===== config.mk =====
export PLATFORM = sky130hd
export DESIGN_NAME = dbt_unit
export DESIGN_NICKNAME = d
export VERILOG_FILES = /design/src/core/dbt_pkg.sv /design/src/core/dbt_unit.sv
export SDC_FILE = /design/constraint.sdc
export NUM_CORES = 2
export LEC_CHECK = 0
export BUFFER_PORTS_ARGS = -buffer_cell sky130_fd_sc_hd__buf_2
export CAP_MARGIN = 15
export CORE_MARGIN = 2
export CORE_UTILIZATION = 57
export CTS_BUF_LIST = sky130_fd_sc_hd__clkbuf_8
export CTS_CLUSTER_SIZE = 25
export DETAILED_ROUTE_END_ITERATION = 8
export PLACE_DENSITY = 0.8
export SLEW_MARGIN = 20
export SYNTH_ARGS = -nofsm -noshare
export SYNTH_HDL_FRONTEND = slang
export SYNTH_SLANG_ARGS = --single-unit
export TNS_END_PERCENT = 1

===== constraint.sdc =====
create_clock -name clock_i -period 18.6 [get_ports clock_i]
set_input_delay 3.72 -clock clock_i [delete_from_list [all_inputs] [get_ports clock_i]]
set_output_delay 3.72 -clock clock_i [all_outputs]
set_load 0.01 [all_outputs]

===== src/core/dbt_pkg.sv =====
/*
 * dbt_pkg: constants and carrier types for the debug break / event / trace
 * unit. Assumes 32-bit CPU addresses and data, one CPU clock domain.
 */
package dbt_pkg;
	// ==========================================================
	// register map (byte offsets, one word apart, on the plain register port)
	localparam logic [7:0] DBT_CTRL_OFF   = 8'h00;
	localparam logic [7:0] DBT_EVADDR_OFF = 8'h04;
	localparam logic [7:0] DBT_EVCFG_OFF  = 8'h08;
	localparam logic [7:0] DBT_DELAY_OFF  = 8'h0c;
	localparam logic [7:0] DBT_PC_OFF     = 8'h10;
	localparam logic [7:0] DBT_STAT_OFF   = 8'h14;
	localparam logic [7:0] DBT_CAUSE_OFF  = 8'h18;
	localparam logic [7:0] DBT_FILL_OFF   = 8'h1c;
	localparam logic [7:0] DBT_EVCNT_OFF  = 8'h20;
	// ==========================================================
	// control register fields
	localparam int DBT_C_RUN    = 0;  // write 1: run pulse
	localparam int DBT_C_STEP   = 1;  // write 1: single step pulse
	localparam int DBT_C_FBRK   = 2;  // write 1: forced break pulse
	localparam int DBT_C_FRST   = 3;  // write 1: forced reset pulse
	localparam int DBT_C_SETPC  = 4;  // write 1: load pc before run
	localparam int DBT_C_HWBEN  = 5;
	localparam int DBT_C_NRT    = 6;  // non-real-time priority
	localparam int DBT_C_MODE   = 8;  // 3-bit recording mode
	localparam int DBT_C_TSEN   = 11;
	localparam int DBT_C_TRBR   = 12; // trace branch
	localparam int DBT_C_TRCPU  = 13; // trace cpu access
	localparam int DBT_C_TRDMA  = 14; // trace dma access
	// event config fields
	localparam int DBT_E_FETCH  = 0;
	localparam int DBT_E_READ   = 1;
	localparam int DBT_E_WRITE  = 2;
	localparam int DBT_E_DMA    = 3;
	// ==========================================================
	localparam logic [31:0] DBT_CTRL_RST  = 32'h0000_0000;
	localparam logic [31:0] DBT_DELAY_RST = 32'h0000_0010;
	localparam int          DBT_DEPTH     = 16;
	localparam int          DBT_AW        = 4;
	localparam int          DBT_FORST_CYC = 4; // forced reset width
	// ==========================================================
	typedef enum logic [2:0] {
		DBT_M_RING, DBT_M_FSTOP, DBT_M_FBREAK, DBT_M_DSTOP, DBT_M_DBREAK
	} dbt_mode_t;
	typedef enum logic [1:0] {
		DBT_T_BRANCH, DBT_T_CPU, DBT_T_DMA, DBT_T_TSTAMP
	} dbt_tag_t;
	// cause bit positions
	localparam int DBT_K_HW = 0;
	localparam int DBT_K_SW = 1;
	localparam int DBT_K_FORCE = 2;
	localparam int DBT_K_FULL = 3;
	localparam int DBT_K_DELAY = 4;
	localparam int DBT_K_STEP = 5;
	// one cpu bus or branch observation
	typedef struct packed {
		logic        valid;
		logic        fetch;  // instruction fetch
		logic        write;
		logic        sysreg; // gpr or system register access
		logic [31:0] pc;
		logic [31:0] addr;
		logic [31:0] data;
	} dbt_cpu_t;
	typedef struct packed {
		logic        valid;
		logic        write;
		logic [31:0] addr;
		logic [31:0] data;
	} dbt_dma_t;
	// one trace record: tag, direction, three words, time stamp
	typedef struct packed {
		dbt_tag_t    tag;
		logic        write;
		logic [31:0] w0;
		logic [31:0] w1;
		logic [31:0] w2;
		logic [31:0] tstamp;
	} dbt_rec_t;
endpackage : dbt_pkg


===== src/core/dbt_unit.sv =====
/*
 * dbt_unit: debug break, event and trace unit. Holds event match, break
 * logic, run control and a flip-flop trace store drained by the emulator.
 * Assumes cpu bus observations arrive on clock_i; pins from the emulator
 * are asynchronous and are synchronised here.
 */
// Implementation choices: the plain strobed port and the register addresses.
// What this block does
// events from cpu and dma bus cycles
// event feeds break, trace and count
// armed hardware break halts on match
// host patches break opcode, restores later
// forced break request halts unconditionally
// forced reset request resets the cpu
// trace-full break halts when memory full
// delay trigger: record more, then halt
// real-time: drop trace, never stall cpu
// non-real-time: stall cpu when trace busy
// branch record holds source and destination
// cpu access: pc, address, data, direction
// register accesses make no access record
// dma record: address, data, direction
// time stamp counts cycles since last
// single step runs one instruction
// host loads any pc before run
// ring mode overwrites oldest records
// full stop mode stops recording only
// each record carries type tag
// simultaneous causes: one halt, all flagged
`timescale 1ns/10ps
module dbt_unit
	import dbt_pkg::*;
(
	input  wire logic        clock_i,
	input  wire logic        reset_n_i,
	input  wire logic [7:0]  reg_addr_i,
	input  wire logic [31:0] reg_wdata_i,
	input  wire logic        reg_wr_i,
	input  wire logic        reg_rd_i,
	output logic      [31:0] reg_rdata_o,
	input  wire dbt_cpu_t    cpu_i,
	input  wire logic        cpu_branch_i,
	input  wire logic [31:0] branch_dst_i,
	input  wire logic        sw_break_i,
	input  wire logic        retire_i,
	input  wire dbt_dma_t    dma_i,
	input  wire logic        force_break_pin_i,
	input  wire logic        force_reset_pin_i,
	output logic             cpu_halt_o,
	output logic             cpu_stall_o,
	output logic             cpu_reset_o,
	output logic             pc_load_o,
	output logic      [31:0] pc_value_o,
	output logic             trace_valid_o,
	input  wire logic        trace_ready_i,
	output dbt_rec_t         trace_rec_o
);
	// ==========================================================
	// reset release and pin synchronisers
	logic [1:0] rst_sync_r;
	logic       rst_n;
	logic [1:0] fb_sync_r, fr_sync_r;
	logic       fb_prev_r, fr_prev_r;
	always_ff @(posedge clock_i or negedge reset_n_i) begin
		if (!reset_n_i) rst_sync_r <= 2'b00;
		else rst_sync_r <= {rst_sync_r[0], 1'b1};
	end
	assign rst_n = rst_sync_r[1];
	always_ff @(posedge clock_i or negedge rst_n) begin
		if (!rst_n) begin
			fb_sync_r <= 2'b00;
			fr_sync_r <= 2'b00;
			fb_prev_r <= 1'b0;
			fr_prev_r <= 1'b0;
		end else begin
			fb_sync_r <= {fb_sync_r[0], force_break_pin_i};
			fr_sync_r <= {fr_sync_r[0], force_reset_pin_i};
			fb_prev_r <= fb_sync_r[1];
			fr_prev_r <= fr_sync_r[1];
		end
	end
	// ==========================================================
	// registers
	logic [31:0] ctrl_r, evaddr_r, evcfg_r, delay_r, pc_r, evcnt_r;
	logic [5:0]  cause_r;
	logic        halted_r, step_r, stopped_r, trig_r;
	logic [31:0] dcount_r;
	logic        ctrl_wr, run_req, step_req, fbrk_req, frst_req;
	dbt_mode_t   mode;
	assign ctrl_wr  = reg_wr_i && (reg_addr_i == DBT_CTRL_OFF);
	assign run_req  = ctrl_wr && reg_wdata_i[DBT_C_RUN];
	assign step_req = ctrl_wr && reg_wdata_i[DBT_C_STEP];
	assign fbrk_req = (ctrl_wr && reg_wdata_i[DBT_C_FBRK]) ||
		(fb_sync_r[1] && !fb_prev_r);
	assign frst_req = (ctrl_wr && reg_wdata_i[DBT_C_FRST]) ||
		(fr_sync_r[1] && !fr_prev_r);
	assign mode = dbt_mode_t'(ctrl_r[DBT_C_MODE +: 3]);
	// ==========================================================
	// event match on cpu and dma cycles
	logic ev_cpu, ev_dma, ev_hit;
	function automatic logic dir_ok(input logic wr, input logic [31:0] c);
		dir_ok = wr ? c[DBT_E_WRITE] : c[DBT_E_READ];
	endfunction : dir_ok
	assign ev_cpu = cpu_i.valid && !cpu_i.sysreg &&
		(cpu_i.addr == evaddr_r) &&
		(cpu_i.fetch ? evcfg_r[DBT_E_FETCH] : dir_ok(cpu_i.write, evcfg_r));
	assign ev_dma = dma_i.valid && evcfg_r[DBT_E_DMA] &&
		(dma_i.addr == evaddr_r) && dir_ok(dma_i.write, evcfg_r);
	assign ev_hit = (ev_cpu || ev_dma) && !halted_r;
	// ==========================================================
	// trace store: flip-flop ring, index addressed
	dbt_rec_t          mem_r [DBT_DEPTH];
	logic [DBT_AW-1:0] wp_r, rp_r;
	logic [DBT_AW:0]   fill_r;
	logic [31:0]       ts_r;
	logic              full, rec_en, push, pop, can_push, dly_done;
	dbt_rec_t          rec;
	assign full   = (fill_r == (DBT_AW+1)'(DBT_DEPTH));
	assign rec_en = !stopped_r && !halted_r && !dly_done;
	// build a record; only one source per cycle, branch first
	always_comb begin
		rec        = '0;
		rec.tstamp = ctrl_r[DBT_C_TSEN] ? ts_r : 32'h0000_0000;
		push       = 1'b0;
		if (cpu_branch_i && ctrl_r[DBT_C_TRBR]) begin
			rec.tag = DBT_T_BRANCH;
			rec.w0  = cpu_i.pc;
			rec.w1  = branch_dst_i;
			push    = 1'b1;
		end else if (cpu_i.valid && !cpu_i.fetch && !cpu_i.sysreg &&
			ctrl_r[DBT_C_TRCPU]) begin
			rec.tag   = DBT_T_CPU;
			rec.write = cpu_i.write;
			rec.w0    = cpu_i.pc;
			rec.w1    = cpu_i.addr;
			rec.w2    = cpu_i.data;
			push      = 1'b1;
		end else if (dma_i.valid && ctrl_r[DBT_C_TRDMA]) begin
			rec.tag   = DBT_T_DMA;
			rec.write = dma_i.write;
			rec.w1    = dma_i.addr;
			rec.w2    = dma_i.data;
			push      = 1'b1;
		end
		push = push && rec_en;
	end
	// ring and delay modes always write: oldest record is pushed out when
	// full, so a trigger on a full store still collects its count
	assign can_push = push && (!full || mode == DBT_M_RING ||
		mode inside {DBT_M_DSTOP, DBT_M_DBREAK});
	assign pop = trace_valid_o && trace_ready_i;
	assign trace_valid_o = (fill_r != '0);
	assign trace_rec_o   = mem_r[rp_r];
	always_ff @(posedge clock_i) begin
		if (can_push) mem_r[wp_r] <= rec;
	end
	// pointers; a push on full in overwrite drops the oldest
	logic drop_old;
	assign drop_old = can_push && full && !pop;
	always_ff @(posedge clock_i or negedge rst_n) begin
		if (!rst_n) begin
			wp_r <= '0;
			rp_r <= '0;
			fill_r <= '0;
			ts_r <= 32'h0000_0000;
		end else begin
			if (can_push) wp_r <= wp_r + 1'b1;
			if (pop || drop_old) rp_r <= rp_r + 1'b1;
			if (can_push && !pop && !full) fill_r <= fill_r + 1'b1;
			else if (pop && !can_push) fill_r <= fill_r - 1'b1;
			ts_r <= can_push ? 32'h0000_0001 : ts_r + 1'b1;
		end
	end
	// ==========================================================
	// delay trigger and stop of recording
	logic full_brk;
	assign dly_done = trig_r && (dcount_r == 32'h0000_0000);
	assign full_brk = (mode == DBT_M_FBREAK) && full && push;
	always_ff @(posedge clock_i or negedge rst_n) begin
		if (!rst_n) begin
			trig_r <= 1'b0;
			dcount_r <= 32'h0000_0000;
			stopped_r <= 1'b0;
		end else if (run_req) begin
			trig_r <= 1'b0;
			stopped_r <= 1'b0;
		end else begin
			if (!trig_r && ev_hit && mode inside {DBT_M_DSTOP, DBT_M_DBREAK}) begin
				trig_r <= 1'b1;
				dcount_r <= delay_r;
			end else if (trig_r && can_push && dcount_r != '0)
				dcount_r <= dcount_r - 1'b1;
			if (dly_done || (mode == DBT_M_FSTOP && full) || full_brk)
				stopped_r <= 1'b1;
		end
	end
	// ==========================================================
	// halt causes: all flagged in one cycle, halt taken once
	logic [5:0] causes;
	assign causes[DBT_K_HW]    = ctrl_r[DBT_C_HWBEN] && ev_hit;
	assign causes[DBT_K_SW]    = sw_break_i && !halted_r;
	assign causes[DBT_K_FORCE] = fbrk_req && !halted_r;
	assign causes[DBT_K_FULL]  = full_brk && !halted_r;
	assign causes[DBT_K_DELAY] = dly_done && !stopped_r && !halted_r &&
		(mode == DBT_M_DBREAK);
	assign causes[DBT_K_STEP]  = step_r && retire_i;
	logic [2:0] rstcnt_r;
	always_ff @(posedge clock_i or negedge rst_n) begin
		if (!rst_n) begin
			halted_r <= 1'b1;
			step_r <= 1'b0;
			cause_r <= '0;
			rstcnt_r <= '0;
		end else begin
			if (|causes) begin
				halted_r <= 1'b1;
				step_r <= 1'b0;
				cause_r <= causes;
			end else if ((run_req || step_req) && halted_r) begin
				halted_r <= 1'b0;
				step_r <= step_req;
				cause_r <= '0;
			end
			if (frst_req) rstcnt_r <= 3'(DBT_FORST_CYC);
			else if (rstcnt_r != '0) rstcnt_r <= rstcnt_r - 1'b1;
		end
	end
	assign cpu_halt_o  = halted_r;
	assign cpu_reset_o = (rstcnt_r != '0);
	// non-real-time stalls while a push meets a full store in any mode but ring
	assign cpu_stall_o = ctrl_r[DBT_C_NRT] && full && push &&
		!pop && (mode != DBT_M_RING);
	// real-time: no stall term; past full, records are dropped in full-stop and full-break modes R9
	// ==========================================================
	// pc load before run
	assign pc_load_o  = run_req && reg_wdata_i[DBT_C_SETPC] && halted_r;
	assign pc_value_o = pc_r;
	// ==========================================================
	// register writes and event counter
	always_ff @(posedge clock_i or negedge rst_n) begin
		if (!rst_n) begin
			ctrl_r <= DBT_CTRL_RST;
			evaddr_r <= 32'h0000_0000;
			evcfg_r <= 32'h0000_0000;
			delay_r <= DBT_DELAY_RST;
			pc_r <= 32'h0000_0000;
			evcnt_r <= 32'h0000_0000;
		end else begin
			if (ctrl_wr) ctrl_r <= reg_wdata_i & 32'h0000_7fe0;
			if (reg_wr_i && reg_addr_i == DBT_EVADDR_OFF) evaddr_r <= reg_wdata_i;
			if (reg_wr_i && reg_addr_i == DBT_EVCFG_OFF) evcfg_r <= reg_wdata_i & 32'h0000_000f;
			if (reg_wr_i && reg_addr_i == DBT_DELAY_OFF) delay_r <= reg_wdata_i;
			if (reg_wr_i && reg_addr_i == DBT_PC_OFF) pc_r <= reg_wdata_i;
			if (reg_wr_i && reg_addr_i == DBT_EVCNT_OFF) evcnt_r <= '0;
			else if (ev_hit) evcnt_r <= evcnt_r + 1'b1;
		end
	end
	// read mux, data one cycle after the strobe
	logic [31:0] rd_mux;
	always_comb begin
		case (reg_addr_i)
			DBT_CTRL_OFF:   rd_mux = ctrl_r;
			DBT_EVADDR_OFF: rd_mux = evaddr_r;
			DBT_EVCFG_OFF:  rd_mux = evcfg_r;
			DBT_DELAY_OFF:  rd_mux = delay_r;
			DBT_PC_OFF:     rd_mux = pc_r;
			DBT_STAT_OFF:   rd_mux = {26'h0, cpu_reset_o, cpu_stall_o,
				full, trig_r, stopped_r, halted_r};
			DBT_CAUSE_OFF:  rd_mux = {26'h0, cause_r};
			DBT_FILL_OFF:   rd_mux = {27'h0, fill_r};
			DBT_EVCNT_OFF:  rd_mux = evcnt_r;
			default:        rd_mux = 32'h0000_0000;
		endcase
	end
	always_ff @(posedge clock_i or negedge rst_n) begin
		if (!rst_n) reg_rdata_o <= 32'h0000_0000;
		else reg_rdata_o <= reg_rd_i ? rd_mux : 32'h0000_0000;
	end
endmodule : dbt_unit


==> summary.txt <==
Run status
  • Status: complete, but fails checks
  • Failing checks: design-rule violations

Placement
  • Pre-CTS worst setup slack: 9.37 ns
  • Post-DP HPWL: between 100000 and 150000 µm
  • Placement Cell Area: 99600 µm²
  • Port Buf Inserts: 447
  • Placer's final routability congestion estimate: around 0.95

Routing
  • Drt wl/cell: about 29 µm
  • Post-route DRC: 38
  • Initial DRT Pass Iterations: 9
  • Initial DRC count: 6757
  • Post-route ant nets: 0
  • Drt via density: 6.43
  • Vias: between 50000 and 60000
  • Final WL: 246000 µm

Floorplan
  • CORE AREA: 165000 µm²
  • FP Rows: between 100 and 150
  • Chip height: 411 µm
  • Ports: 448
  • Die X: 411 µm
  • Die area: 169000 µm²
  • Initial core utilization: 57.3%

Worst setup path
  • Worst Reg2Reg Path Length in Cells: 9
  • Crit start category: flip-flop
  • WS Path Type: flip-flop to primary output
  • Max FO, Critical Path: 61
  • Reg-to-reg endpoint: mem_r[6][41]
  • CP Capture Type: primary output
  • Critical Path Source: rp_r[0]
  • CP Data Arrival Time: 6.22 ns
  • Setup crit end: trace_rec_o[25]
  • WP data required: 14.88 ns
  • Reg2reg start: ctrl_r[13]
  • Worst reg-to-reg setup slack: about 13 ns

CTS
  • Hold-fix buffer count after cts: 0
  • Post-CTS setup buffer count: 0
  • Clock buffer depth: 4
  • TritonCTS clock tree: yes
  • Sink Count: ~2400
  • TritonCTS buffer count: ~380
  • H-tree depth: 5
  • Clock Pin Slew Worst Setup and Hold Paths: 0.06 ns
  • Clk_lat worst skew: roughly 1.1 ns
  • Root Buffer: clkbuf_8
  • Cts repair resizes: 0

Timing
  • Pin slew with the least headroom to its limit: 1.26 ns
  • Setup TNS: 0 ns
  • Max-slew violations: 0
  • Layout Skew: 0.104 ns
  • Period minus WS final: 9.94 ns
  • Period utilization: 53.4%
  • Slew headroom: 15.8%
  • Final setup margin: 8.66 ns
  • Final hold slack: 0.314 ns
  • RSZ-0062 raised after global routing: no
  • Achievable frequency: 101 MHz
  • Fin. Hold Viols: 0
  • Final setup viols: 0

Global route
  • Met1 global-route usage: ~39%
  • Total grt overflow: 0
  • Largest net degree at the start of global routing: 169
  • Initial antenna violation count: 8
  • Busiest grt layer: met2
  • Global-route wire length before repair: roughly 360000 µm
  • Vias in the first global route: 55216
  • Gr usage total: ~29%
  • Met3 usage: 5.39%
  • GR met2 Demand/Resource: 46.9%

Final layout
  • Design area: between 100000 and 150000 µm²
  • Layout area overhead: 12.5%
  • Commonest non-fill, non-tap cell in the layout: edfxtp_1
  • Fill cell count: 11088
  • Share of cells above drive strength 1: about a quarter
  • Layout Nets: 6295
  • Most frequent cells in the layout: edfxtp_1, buf_2, clkbuf_8

Yosys
  • Synth Cell Area: ~95000 µm²
  • Asr flop ratio synth: 11.5%
  • Synth warn: 0
  • Synth Flop Type: edfxtp_1
  • Dominant cell type by area after synthesis: edfxtp_1
  • Synthesized net count: 5658
  • Synth area leaders: edfxtp_1, dfrtp_1, mux4_2
  • Post-synthesis average cell area: 17.5 µm²
  • Post-synth EDFFs: 2096
  • Synth Register Bits: 2368
  • Yosys cell types: 79
  • Cells after Synth: around 5400
  • Post-synth top area share: 66.5%
  • Sequential area share after synthesis: 73.7%

Pwr
  • Max VDD drop: approximately 0.00013 V
  • Total design power: 13.6 mW
  • LEAKAGE: 41.1 nW
  • PwrDens: 127 nW/µm²

Hold path
  • HP Class: flip-flop to async pin

Job
  • Maximum capacitance violations: 0
## kinds of logic after synthesis
group	synth area share, %
buf+inv	1.49
simple gates	3.57
xor+xnor	0.954
fa+ha+maj	0.206
other cells	0.00396
mux	13.2
flops	73.7
compound gates	6.88
## flip-flops by register name (all words and copies together) (netlist names), 4 cells and up
signal	cells
cause_r	6
ctrl_r	10
dcount_r	32
delay_r	32
evaddr_r	32
evcfg_r	4
evcnt_r	32
fill_r	5
mem_r	2096
pc_value_o	32
reg_rdata_o	32
rp_r	4
ts_r	32
wp_r	4
## critical path: stages (launching register included)
cell and delay (ns):
dfrtp_4 0.96, buf_4 0.86, buf_4 0.91, buf_4 0.92, mux2_2 0.43, o21ai_0 0.20
a21oi_1 0.10, a22oi_1 0.27, nand2_1 0.18, buf_2 0.19
## per-layer routing
layer  part of all wire, %  routed length [µm]
met5                 0.011                  28
met4                   4.1               10100
met3                   9.5               23500
met2                    49              121000
met1                    37               91600
## worst min path at each step
| stage | start | to | depth (start not counted) |
|---|---|---|---|
| floorplan | fb_sync_r[0] | fb_sync_r[1] | 0 |
| global placement | fb_sync_r[0] | fb_sync_r[1] | 0 |
| detailed placement | fr_sync_r[0] | fr_sync_r[1] | 0 |
| CTS | fb_sync_r[1] | fb_prev_r | 0 |
| global route | fr_sync_r[0] | fr_sync_r[1] | 0 |
| finish | rst_sync_r[1] | evcfg_r[0] | 0 |
## cell type report
| type | count | area, µm² | share of cell area (%) |
|---|---|---|---|
| inverter | 74 | 278 | 0.261 |
| antenna | 4 | 10.0 | 0.00940 |
| clock inverter | 263 | 1370 | 1.29 |
| tap | 2189 | 2740 | 2.57 |
| sequential | 2368 | 69800 | 65.5 |
| multi-input combinational | 2654 | 23600 | 22.2 |
| clock buffer | 399 | 5490 | 5.16 |
| timing repair buffer | 555 | 3140 | 2.95 |
## synthesized netlist by cell type (40+ instances only)
cell type	instances
edfxtp_1	2096
buf_1	70
a221oi_1	139
a21oi_1	194
mux4_2	262
xnor2_1	82
inv_1	74
nand3_1	41
mux2i_1	396
dfrtp_1	270
a22oi_1	165
nand2_1	252
nor2_1	104
and2_1	43
nor3_1	40
a222oi_1	55
o21ai_0	291
clkbuf_1	224
nor2b_1	48
mux2_2	231
## metrics by stage
stage / util [%] / cells
finish: 64.5 / 8506
CTS: 64.5 / 8502
detailed placement: 60.3 / 7840
floorplan: - / 5395
global placement: 60.3 / 7839
global route: 64.5 / 8505
## power breakdown
part	leakage [nW]	switching, mW	internal [mW]
Clock	3.99	1.97	2.13
Combinational	11.4	2.17	1.36
Sequential	25.7	0.147	5.78
Total	41.1	4.29	9.27
No activity file was read; power rests on OpenSTA's default activity.
